`src/rtl/rpd_pkg.sv`:
```
// constants and types of the reply preamble bit demodulator
package rpd_pkg;
    // ------------------------------------------------------------
    // timing, in samples of the 10 MHz clock
    // ------------------------------------------------------------
    localparam int CLK_MHZ        = 10;
    localparam int CHIP_NS        = 500;
    localparam int CHIP_CYC       = (CHIP_NS * CLK_MHZ + 999) / 1000;
    // preamble pulse positions in chips from the first pulse
    localparam int PRE_P2_CHIP    = 2;
    localparam int PRE_P3_CHIP    = 7;
    localparam int PRE_P4_CHIP    = 9;
    localparam int PRE_LEN_CHIP   = 16;
    localparam int PRE_SPAN_CYC   = PRE_P4_CHIP * CHIP_CYC;
    localparam int DATA_OFS_CYC   = PRE_LEN_CHIP * CHIP_CYC;
    localparam int BIT_CYC        = 2 * CHIP_CYC;
    // ------------------------------------------------------------
    // register map (word index)
    // ------------------------------------------------------------
    localparam logic [3:0] REG_CTRL    = 4'h0;
    localparam logic [3:0] REG_THRESH  = 4'h1;
    localparam logic [3:0] REG_STATUS  = 4'h2;
    localparam logic [3:0] REG_TOA     = 4'h3;
    localparam logic [3:0] REG_AZ      = 4'h4;
    localparam logic [3:0] REG_CAL     = 4'h5;
    localparam logic [3:0] REG_NBITS   = 4'h6;
    localparam logic [3:0] REG_DETECT  = 4'h7;
    localparam int CTRL_EN_BIT         = 0;
    localparam logic [7:0]  THRESH_RST = 8'h0C;
    localparam logic [7:0]  DETECT_RST = 8'h20;
    localparam logic [7:0]  NBITS_RST  = 8'h38;
    localparam logic [31:0] CTRL_RST   = 32'h0000_0001;

    typedef enum logic [1:0] {
        RPD_IDLE = 2'b00,
        RPD_WAIT = 2'b01,
        RPD_BITS = 2'b10
    } rpd_state_e;
endpackage : rpd_pkg

```
`src/rtl/rpd_angle_cal.sv`:
```
// monopulse ratio to angle calibration table
`timescale 1ns/10ps
module rpd_angle_cal #(
    parameter int MW = 6,
    parameter int DW = 12
) (
    input  wire logic          clk,
    input  wire logic          rstn,
    input  wire logic          cal_we,
    input  wire logic [MW-1:0] cal_idx,
    input  wire logic [DW-1:0] cal_data,
    input  wire logic [MW-1:0] ratio,
    output logic [DW-1:0]      angle_ff
);
    localparam int DEPTH = 1 << MW;
    logic [DW-1:0] tab_ff [DEPTH];

    // table loads from software; resets to zero angle
    always_ff @(posedge clk or negedge rstn) begin
        if (!rstn) begin
            for (int i = 0; i < DEPTH; i++) begin
                tab_ff[i] <= '0;
            end
        end else if (cal_we) begin
            tab_ff[cal_idx] <= cal_data;
        end
    end

    always_ff @(posedge clk or negedge rstn) begin
        if (!rstn) begin
            angle_ff <= '0;
        end else begin
            angle_ff <= tab_ff[ratio];
        end
    end
endmodule // rpd_angle_cal

```
`src/rtl/rpd_demod.sv`:
```
// reply preamble detector and pulse-position bit demodulator
//
// The strobed register port and the placing of the registers were left to the implementer.
`timescale 1ns/10ps
module rpd_demod #(
    parameter int AW       = 8,
    parameter int MW       = 6,
    parameter int DW       = 12,
    parameter int TW       = 24,
    parameter bit EARLY_IS = 1'b1,
    parameter bit TIE_BIT  = 1'b0
) (
    input  wire logic          clk,
    input  wire logic          rstn,
    input  wire logic [AW-1:0] log_sum,
    input  wire logic [AW-1:0] log_omni,
    input  wire logic [MW-1:0] mono_ratio,
    input  wire logic [TW-1:0] tod,
    input  wire logic          rc_arm,
    input  wire logic [TW-1:0] rc_expect,
    input  wire logic [TW-1:0] rc_window,
    input  wire logic [3:0]    addr,
    input  wire logic [31:0]   wdata,
    input  wire logic          wr,
    input  wire logic          rd,
    output logic [31:0]        rdata_ff,
    output logic               reply_ff,
    output logic               reply_rc_ff,
    output logic [TW-1:0]      reply_toa_ff,
    output logic [DW-1:0]      reply_az_ff,
    output logic               bit_vld_ff,
    output logic               bit_val_ff,
    output logic               bit_conf_ff,
    output logic               busy
);
    if (AW < 2 || AW > 16 || MW < 1 || MW > 10 || DW > 16 || TW > 32 || TW < 8) begin : g_chk
        $error("rpd_demod: unsupported parameter values");
    end

    // one sample older than the first pulse, to see its leading edge
    localparam int HW = rpd_pkg::PRE_SPAN_CYC + 2;
    localparam int CW = 8;

    // ------------------------------------------------------------
    // registers
    // ------------------------------------------------------------
    logic          enable_ff;
    logic [AW-1:0] thresh_ff;
    logic [AW-1:0] detect_ff;
    logic [7:0]    nbits_ff;
    logic [15:0]   lost_ff;
    logic [15:0]   accepted_ff;
    logic          cal_we;

    always_ff @(posedge clk or negedge rstn) begin
        if (!rstn) begin
            enable_ff <= rpd_pkg::CTRL_RST[rpd_pkg::CTRL_EN_BIT];
            thresh_ff <= AW'(rpd_pkg::THRESH_RST);
            detect_ff <= AW'(rpd_pkg::DETECT_RST);
            nbits_ff  <= rpd_pkg::NBITS_RST;
        end else if (wr) begin
            unique case (addr)
                rpd_pkg::REG_CTRL:   enable_ff <= wdata[rpd_pkg::CTRL_EN_BIT];
                rpd_pkg::REG_THRESH: thresh_ff <= wdata[AW-1:0];
                rpd_pkg::REG_NBITS:  nbits_ff  <= (wdata[7:0] == 8'h00) ? 8'h01 : wdata[7:0];
                rpd_pkg::REG_DETECT: detect_ff <= wdata[AW-1:0];
                default: ;
            endcase
        end
    end

    // calibration: index in bits 16 and up, angle in low bits
    assign cal_we = wr && (addr == rpd_pkg::REG_CAL);

    // ------------------------------------------------------------
    // pulse front end
    // ------------------------------------------------------------
    logic          pulse;
    logic          main;
    logic [AW-1:0] amp;
    logic [DW-1:0] angle;

    rpd_pulse_tag #(.AW(AW)) u_tag (
        .clk        (clk),
        .rstn       (rstn),
        .log_sum    (log_sum),
        .log_omni   (log_omni),
        .thresh     (thresh_ff),
        .detect_lvl (detect_ff),
        .pulse_ff   (pulse),
        .main_ff    (main),
        .amp_ff     (amp)
    );

    rpd_angle_cal #(.MW(MW), .DW(DW)) u_cal (
        .clk      (clk),
        .rstn     (rstn),
        .cal_we   (cal_we),
        .cal_idx  (wdata[16 +: MW]),
        .cal_data (wdata[DW-1:0]),
        .ratio    (mono_ratio),
        .angle_ff (angle)
    );

    // ------------------------------------------------------------
    // sample history for preamble match
    // ------------------------------------------------------------
    logic [HW-1:0] hist_ff;
    logic          lead;
    logic          preamble;

    always_ff @(posedge clk or negedge rstn) begin
        if (!rstn) begin
            hist_ff <= '0;
        end else begin
            hist_ff <= {hist_ff[HW-2:0], pulse};
        end
    end

    // leading edge of the oldest pulse, plus the other three in place
    assign lead = hist_ff[HW-2] && !hist_ff[HW-1];
    assign preamble = hist_ff[HW-2]
                   && hist_ff[HW-2 - rpd_pkg::PRE_P2_CHIP * rpd_pkg::CHIP_CYC]
                   && hist_ff[HW-2 - rpd_pkg::PRE_P3_CHIP * rpd_pkg::CHIP_CYC]
                   && hist_ff[0];

    logic first_edge_ff;
    logic lead_edge;
    always_ff @(posedge clk or negedge rstn) begin
        if (!rstn) begin
            first_edge_ff <= 1'b0;
        end else begin
            first_edge_ff <= preamble;
        end
    end
    // one hit per preamble, at its first matching sample
    assign lead_edge = preamble && !first_edge_ff && lead;

    // ------------------------------------------------------------
    // acceptance window
    // ------------------------------------------------------------
    logic [TW-1:0] toa;
    logic [TW-1:0] diff;
    logic          in_window;
    logic          accept;

    // arrival time of first pulse, span cycles ago
    assign toa  = tod - TW'(rpd_pkg::PRE_SPAN_CYC);
    assign diff = (toa >= rc_expect) ? toa - rc_expect : rc_expect - toa;
    assign in_window = diff <= rc_window;

    rpd_pkg::rpd_state_e state_ff;

    assign accept = enable_ff && lead_edge && (state_ff == rpd_pkg::RPD_IDLE)
                 && (!rc_arm || in_window);
    assign busy   = state_ff != rpd_pkg::RPD_IDLE;

    // ------------------------------------------------------------
    // decode sequencer
    // ------------------------------------------------------------
    logic [CW-1:0] cnt_ff;
    logic [7:0]    bitn_ff;
    logic          bit_end;

    assign bit_end  = cnt_ff == CW'(rpd_pkg::BIT_CYC - 1);

    always_ff @(posedge clk or negedge rstn) begin
        if (!rstn) begin
            state_ff <= rpd_pkg::RPD_IDLE;
            cnt_ff   <= '0;
            bitn_ff  <= 8'h00;
        end else begin
            unique case (state_ff)
                rpd_pkg::RPD_IDLE: begin
                    cnt_ff  <= '0;
                    bitn_ff <= 8'h00;
                    if (accept) begin
                        state_ff <= rpd_pkg::RPD_WAIT;
                    end
                end
                // bit timing from arrival
                // pulse register and history already lag the line by two samples
                rpd_pkg::RPD_WAIT: begin
                    if (cnt_ff == CW'(rpd_pkg::DATA_OFS_CYC - rpd_pkg::PRE_SPAN_CYC - 3)) begin
                        cnt_ff   <= '0;
                        state_ff <= rpd_pkg::RPD_BITS;
                    end else begin
                        cnt_ff <= cnt_ff + 1'b1;
                    end
                end
                rpd_pkg::RPD_BITS: begin
                    if (bit_end) begin
                        cnt_ff  <= '0;
                        bitn_ff <= bitn_ff + 8'h01;
                        if (bitn_ff == nbits_ff - 8'h01) begin
                            state_ff <= rpd_pkg::RPD_IDLE;
                        end
                    end else begin
                        cnt_ff <= cnt_ff + 1'b1;
                    end
                end
                default: state_ff <= rpd_pkg::RPD_IDLE;
            endcase
        end
    end

    // ------------------------------------------------------------
    // per-position peak and tag capture
    // ------------------------------------------------------------
    logic [AW-1:0] amp_a_ff;
    logic [AW-1:0] amp_b_ff;
    logic          main_a_ff;
    logic          main_b_ff;
    logic          sig_a_ff;
    logic          sig_b_ff;
    logic          in_b;

    assign in_b = cnt_ff >= CW'(rpd_pkg::CHIP_CYC);

    // peak over each half so a timing skew of a sample costs nothing
    always_ff @(posedge clk or negedge rstn) begin
        if (!rstn) begin
            amp_a_ff  <= '0;
            amp_b_ff  <= '0;
            main_a_ff <= 1'b0;
            main_b_ff <= 1'b0;
            sig_a_ff  <= 1'b0;
            sig_b_ff  <= 1'b0;
        end else if (state_ff != rpd_pkg::RPD_BITS || bit_end) begin
            amp_a_ff  <= '0;
            amp_b_ff  <= '0;
            main_a_ff <= 1'b0;
            main_b_ff <= 1'b0;
            sig_a_ff  <= 1'b0;
            sig_b_ff  <= 1'b0;
        end else if (!in_b) begin
            if (amp > amp_a_ff) begin
                amp_a_ff <= amp;
            end
            sig_a_ff  <= sig_a_ff | pulse;
            main_a_ff <= main_a_ff | (pulse & main);
        end else begin
            if (amp > amp_b_ff) begin
                amp_b_ff <= amp;
            end
            sig_b_ff  <= sig_b_ff | pulse;
            main_b_ff <= main_b_ff | (pulse & main);
        end
    end

    // ------------------------------------------------------------
    // bit decision
    // ------------------------------------------------------------
    logic a_wins;
    logic tie;
    logic conf;
    logic fa;
    logic fb;
    logic fma;
    logic fmb;
    logic [AW-1:0] pa;
    logic [AW-1:0] pb;

    // the last late-position sample lands with bit_end
    assign fa  = sig_a_ff;
    assign fb  = sig_b_ff | pulse;
    assign fma = main_a_ff;
    assign fmb = main_b_ff | (pulse & main);
    assign pa  = amp_a_ff;
    assign pb  = (amp > amp_b_ff) ? amp : amp_b_ff;

    always_comb begin
        a_wins = 1'b0;
        tie    = 1'b0;
        if (fa && fb && (fma != fmb)) begin
            a_wins = fma;
        end else if (pa > pb) begin
            a_wins = 1'b1;
        end else if (pa == pb) begin
            tie = 1'b1;
        end
    end

    // one mainlobe, other empty or sidelobe
    assign conf = !tie && ((fma && !fmb && !(fb && fmb)) || (fmb && !fma))
               && !(fma && fmb);

    always_ff @(posedge clk or negedge rstn) begin
        if (!rstn) begin
            bit_vld_ff  <= 1'b0;
            bit_val_ff  <= 1'b0;
            bit_conf_ff <= 1'b0;
        end else begin
            bit_vld_ff <= (state_ff == rpd_pkg::RPD_BITS) && bit_end;
            if ((state_ff == rpd_pkg::RPD_BITS) && bit_end) begin
                bit_val_ff  <= tie ? TIE_BIT : (a_wins ? EARLY_IS : !EARLY_IS);
                bit_conf_ff <= conf;
            end
        end
    end

    // ------------------------------------------------------------
    // reply report
    // ------------------------------------------------------------
    // range and azimuth per reply
    always_ff @(posedge clk or negedge rstn) begin
        if (!rstn) begin
            reply_ff     <= 1'b0;
            reply_rc_ff  <= 1'b0;
            reply_toa_ff <= '0;
            reply_az_ff  <= '0;
        end else begin
            reply_ff <= accept;
            if (accept) begin
                reply_rc_ff  <= rc_arm;
                reply_toa_ff <= toa;
                reply_az_ff  <= angle;
            end
        end
    end

    // missed preambles: seen while busy or out of window
    always_ff @(posedge clk or negedge rstn) begin
        if (!rstn) begin
            lost_ff     <= 16'h0000;
            accepted_ff <= 16'h0000;
        end else begin
            if (enable_ff && lead_edge && !accept) begin
                lost_ff <= lost_ff + 16'h0001;
            end
            if (accept) begin
                accepted_ff <= accepted_ff + 16'h0001;
            end
        end
    end

    // ------------------------------------------------------------
    // register read
    // ------------------------------------------------------------
    always_ff @(posedge clk or negedge rstn) begin
        if (!rstn) begin
            rdata_ff <= 32'h0000_0000;
        end else if (rd) begin
            unique case (addr)
                rpd_pkg::REG_CTRL:   rdata_ff <= {31'h0, enable_ff};
                rpd_pkg::REG_THRESH: rdata_ff <= 32'(thresh_ff);
                rpd_pkg::REG_STATUS: rdata_ff <= {accepted_ff, lost_ff[14:0], busy};
                rpd_pkg::REG_TOA:    rdata_ff <= 32'(reply_toa_ff);
                rpd_pkg::REG_AZ:     rdata_ff <= {15'h0, reply_rc_ff, 16'(reply_az_ff)};
                rpd_pkg::REG_NBITS:  rdata_ff <= {24'h0, nbits_ff};
                rpd_pkg::REG_DETECT: rdata_ff <= 32'(detect_ff);
                default:             rdata_ff <= 32'h0000_0000;
            endcase
        end
    end
endmodule // rpd_demod

```
`src/rtl/rpd_pulse_tag.sv`:
```
// per-sample pulse detect and mainlobe tag
`timescale 1ns/10ps
module rpd_pulse_tag #(
    parameter int AW = 8
) (
    input  wire logic          clk,
    input  wire logic          rstn,
    input  wire logic [AW-1:0] log_sum,
    input  wire logic [AW-1:0] log_omni,
    input  wire logic [AW-1:0] thresh,
    input  wire logic [AW-1:0] detect_lvl,
    output logic               pulse_ff,
    output logic               main_ff,
    output logic [AW-1:0]      amp_ff
);
    logic [AW:0] omni_plus;

    assign omni_plus = {1'b0, log_omni} + {1'b0, thresh};

    always_ff @(posedge clk or negedge rstn) begin
        if (!rstn) begin
            pulse_ff <= 1'b0;
            amp_ff   <= '0;
        end else begin
            pulse_ff <= log_sum > detect_lvl;
            amp_ff   <= (log_sum > detect_lvl) ? log_sum : '0;
        end
    end

    always_ff @(posedge clk or negedge rstn) begin
        if (!rstn) begin
            main_ff <= 1'b0;
        end else begin
            main_ff <= (log_sum > detect_lvl) && ({1'b0, log_sum} > omni_plus);
        end
    end
endmodule // rpd_pulse_tag

```
`config.mk`:
```
export PLATFORM = sky130hd
export DESIGN_NAME = rpd_demod
export DESIGN_NICKNAME = d
export VERILOG_FILES = /design/src/rtl/rpd_pkg.sv /design/src/rtl/rpd_angle_cal.sv /design/src/rtl/rpd_demod.sv /design/src/rtl/rpd_pulse_tag.sv
export SDC_FILE = /design/constraint.sdc
export NUM_CORES = 2
export LEC_CHECK = 0
export ABC_AREA = 1
export BUFFER_PORTS_ARGS = -buffer_cell sky130_fd_sc_hd__buf_2
export CAP_MARGIN = 10
export CORE_MARGIN = 2
export CORE_UTILIZATION = 30
export CTS_CLUSTER_DIAMETER = 150
export DETAILED_ROUTE_END_ITERATION = 10
export HOLD_SLACK_MARGIN = 0.08
export PLACE_DENSITY_LB_ADDON = 0.12
export REMOVE_ABC_BUFFERS = 1
export SLEW_MARGIN = 15
export SYNTH_ARGS = -nofsm -noshare
export SYNTH_HDL_FRONTEND = slang
export SYNTH_HIERARCHICAL = 1
export SYNTH_SLANG_ARGS = --single-unit
```
`constraint.sdc`:
```
create_clock -name clk -period 2.4 [get_ports clk]
set_input_delay 0.72 -clock clk [delete_from_list [all_inputs] [get_ports clk]]
set_output_delay 0.72 -clock clk [all_outputs]
set_load 0.05 [all_outputs]
```
==> flow_summary.yaml <==
die:
  start_util_pct: 30.2
  die_h_um: 414
  die_w_um: 414
  rows: 150
  core_um2: 167000
  die_area_um2: 171000
  ioPinCount: 209
power:
  switching_share_pct: 28.8
  p_switching_mw: 12.7
  peakVddDrop_v: 0.000591
  p_int_mw: 31.6
  power_frac_seq_pct: 40.4
  pwr-share-comb_pct: 17.5
  clkPwrFrac_pct: 42.0
  p_leak_nw: 30.9
  power_density_nw_per_um2: 673
route:
  drtAntennaViolNets: 0
  drtIter0Drc: 3858
  vias: 45797
  routed_wl_um: 190000
  wl_per_cell_um: 20.2
  vias_per_cell: 4.86
  first_pass_iters: 8
  drc: 0
yosys:
  ys_types: 52
  syn_inst: 6485
  seq_area_frac_synth_pct: 49.9
  synth_seq_cells: 1005
  ys_top_cells_by_area: "dfrtp_1 (50%), nand2_1 (18%), o21ai_0 (8.8%)"
  avgSynthCellArea_um2: 7.77
  yosysTopAreaCell: "dfrtp_1"
  netlist_area_um2: 50400
  synth_enable_flop_cells: 0
  synth_top_area_share_pct: 49.5
  yosysWarnings: 6
  ys.flop_type: "dfrtp_1"
  synthArstFlopShare_pct: 100
global_routing:
  grt_usage_pct: 22.0
  grt_max_degree: 92
  first_global_vias: 44582
  grt_pass1_wl_um: 288000
  antenna_found_initial: 7
  grt-ovfl-total: 0
critical_path:
  required_ps: 3010
  cp_max_fo: 6
  critPathTopFamily: "simple AND/OR/NAND/NOR gates"
  rrSetupSlack_ps: -50
  cp_common_cell: "nand2_4"
  arrival_ps: 5000
  critPathBufInv: 10
  critPathLaunchType: "primary input"
  cp_slowest_stage_delay_ps: 300
  crit_slowest_cell: "ha_4"
  end_kind: "register"
  crit_type: "primary input to register"
worst_hold_path:
  hold_class: "primary input to register"
sta:
  fin_skew_ps: 73.6
  fin_crit_sh_pct: 183
  worst_slack_ps: -1990
  fmax_mhz: 228
  relSlewSlack_pct: 50.0
  tightest_slew_ps: 749
  hold_viol_final: 0
  min_period_ps: 4390
  slew_viol_final: 0
  hold_ws_ps: 197
  rsz0062_at_grt: "yes"
  setup_viol: 73
cts:
  h-tree-depth: 3
  cts-root-buf: "clkbuf_16"
  clkSlewWorstSetupHoldPaths_ps: 60
  insertion_delay_ps: 790
  cts_buffers: 116
  tritoncts: "built"
  cts_sinks: 1005
  cts_max_path_buffers: 3
cells_and_area:
  final_cells: 9414
  drive_above_1_share_pct: 20.8
  utilization_pct: 39.4
  nets: 7379
  fill_cells: 17248
  synthToLayoutAreaGrowth_pct: 30.7
place:
  dp_cells: 9122
  io_buffer_count: 194
  post-dp-hpwl_um: 134000
  gp_congestion: 0.898
outcome:
  outcome: "finished, violations left"
  violations: "setup timing"
flow_run:
  cap_violations: 0
==> worst register-to-register path, delay by kind of cell, from the launching register on <==
family | cells | cell delay (ps)
flip-flops | 1 | 410
AND/OR/NAND/NOR | 5 | 410
buffers and inverters | 3 | 300
AO/OA/AOI/OAI | 6 | 820
adder cells (fa/ha/maj) | 2 | 430
==> Yosys cell counts (2+ instances only) <==
cell,number
a21o_1,5
a21oi_1,109
a21oi_2,5
and2_1,2
buf_1,23
buf_2,72
buf_4,7
buf_6,5
clkbuf_1,295
clkinv_1,14
dfrtp_1,998
dfstp_2,7
fa_1,3
ha_1,134
inv_1,346
inv_2,3
mux2_2,20
nand2_1,2386
nand2_2,9
nand3_1,742
nand3b_1,10
nand4_1,26
nor2_1,152
nor2_2,8
nor2_4,5
nor3_1,27
nor4_1,8
o2111ai_1,8
o211ai_1,2
o21a_1,5
o21ai_0,886
o21ai_1,31
o21ai_2,4
o21bai_1,8
o221ai_1,3
o22ai_1,18
o31ai_1,4
or2_2,2
xnor2_1,28
xor2_1,53
==> registers in the layout (all words and copies together), names as in the netlist, 2 cells and up <==
register	flops
u_cal/tab_ff	768
hist_ff	47
rdata_ff	32
reply_toa_ff	24
accepted_ff	16
lost_ff	15
reply_az_ff	12
u_cal/angle_ff	12
amp_a_ff	8
amp_b_ff	8
bitn_ff	8
cnt_ff	8
detect_ff	8
nbits_ff	8
thresh_ff	8
u_tag/amp_ff	8
state_ff	2
==> power groups by stage <==
| stage | combinational (mW) | sequential (mW) | clock [mW] |
|---|---|---|---|
| after floorplan | 3.01 | 18.2 | 0 |
| after global placement | 6.78 | 18.2 | 0 |
| after detailed placement | 6.78 | 18.2 | 0 |
| after CTS | 7.31 | 17.9 | 19.2 |
| after global routing | 8.57 | 18.0 | 19.8 |
| final | 7.76 | 17.9 | 18.6 |
==> layout make-up <==
type	count	area [um^2]	share of cell area, %
flip-flops and latches	1005	25200	38.2
multi-input cells	4715	24000	36.5
repair buffers	903	8460	12.8
clock buffers	178	3440	5.22
well taps	2204	2760	4.19
inverters	364	1410	2.14
clock inverters	40	589	0.895
repair inverters	2	17.5	0.0266
diodes	3	7.51	0.0114
==> repair_timing <==
action,in CTS,in global routing
setup endpoints to repair,85,75
setup buffers,42,18
gates resized for setup,285,226
cloned,8,3
hold buffers,1,0
endpoints found under the hold margin,8,0
pin swaps,82,89
==> worst paths after layout <==
kind,startpoint,end,cells after the start
setup / recovery,tod[0],reply_az_ff[4],37
hold / removal,log_sum[6],u_tag/amp_ff[6],3
setup reg to reg,u_tag/amp_ff[0],bit_val_ff,16
hold reg to reg,hist_ff[29],hist_ff[30],0
max in group asynchronous,rstn,detect_ff[5],4
min in group asynchronous,rstn,u_cal/tab_ff[134],2
==> cell families after synthesis <==
family          after synthesis  share of synthesized area (%)
xor+xnor                     81                           1.41
compound gates             1092                           11.2
buf+inv                     766                           6.01
fa+ha+maj                   137                           3.44
mux                          20                          0.447
simple gates               3384                           27.6
flops                      1005                           49.9
==> layout by cell type, fill, tap and decap left out, drive strengths merged, types with 4 or more instances in the layout <==
cell | Yosys | routed
nor2 | 165 | 165
nand3 | 743 | 743
o31ai | 4 | 4
mux2 | 20 | 20
a21oi | 114 | 114
nand2 | 2396 | 2397
nand3b | 10 | 10
bufinv | 0 | 9
inv | 350 | 368
o2111ai | 8 | 8
nand4 | 27 | 27
xnor2 | 28 | 28
nor4 | 8 | 8
xor2 | 53 | 53
clkinv | 14 | 24
clkbuf | 295 | 181
nor3 | 28 | 28
a21o | 5 | 5
dfrtp | 998 | 998
o22ai | 18 | 18
clkinvlp | 0 | 5
ha | 134 | 134
dfstp | 7 | 7
o21ai | 921 | 921
buf | 107 | 899
o21a | 5 | 5
o21bai | 8 | 8
==> layer usage <==
metal	GRT usage, %	routed length (um)
met1	30.1	86200
met2	36.8	91000
met3	2.50	7400
met4	6.26	5710
met5	0	0
==> through the flow <==
stage                     setup WS [ps]  instance area (um^2)  TNS (ps)  power [mW]
after floorplan                   -5010                 48800   -246080        21.2
final                             -1990                 65900   -135000        44.3
after detailed placement          -3750                 59200   -492000        25.0
after CTS                         -1860                 64800   -128870        44.4
after global placement            -3570                 59200   -464670        25.0
after global routing              -2170                 65900   -148170        46.4
No activity file was read; power rests on OpenSTA's default activity.
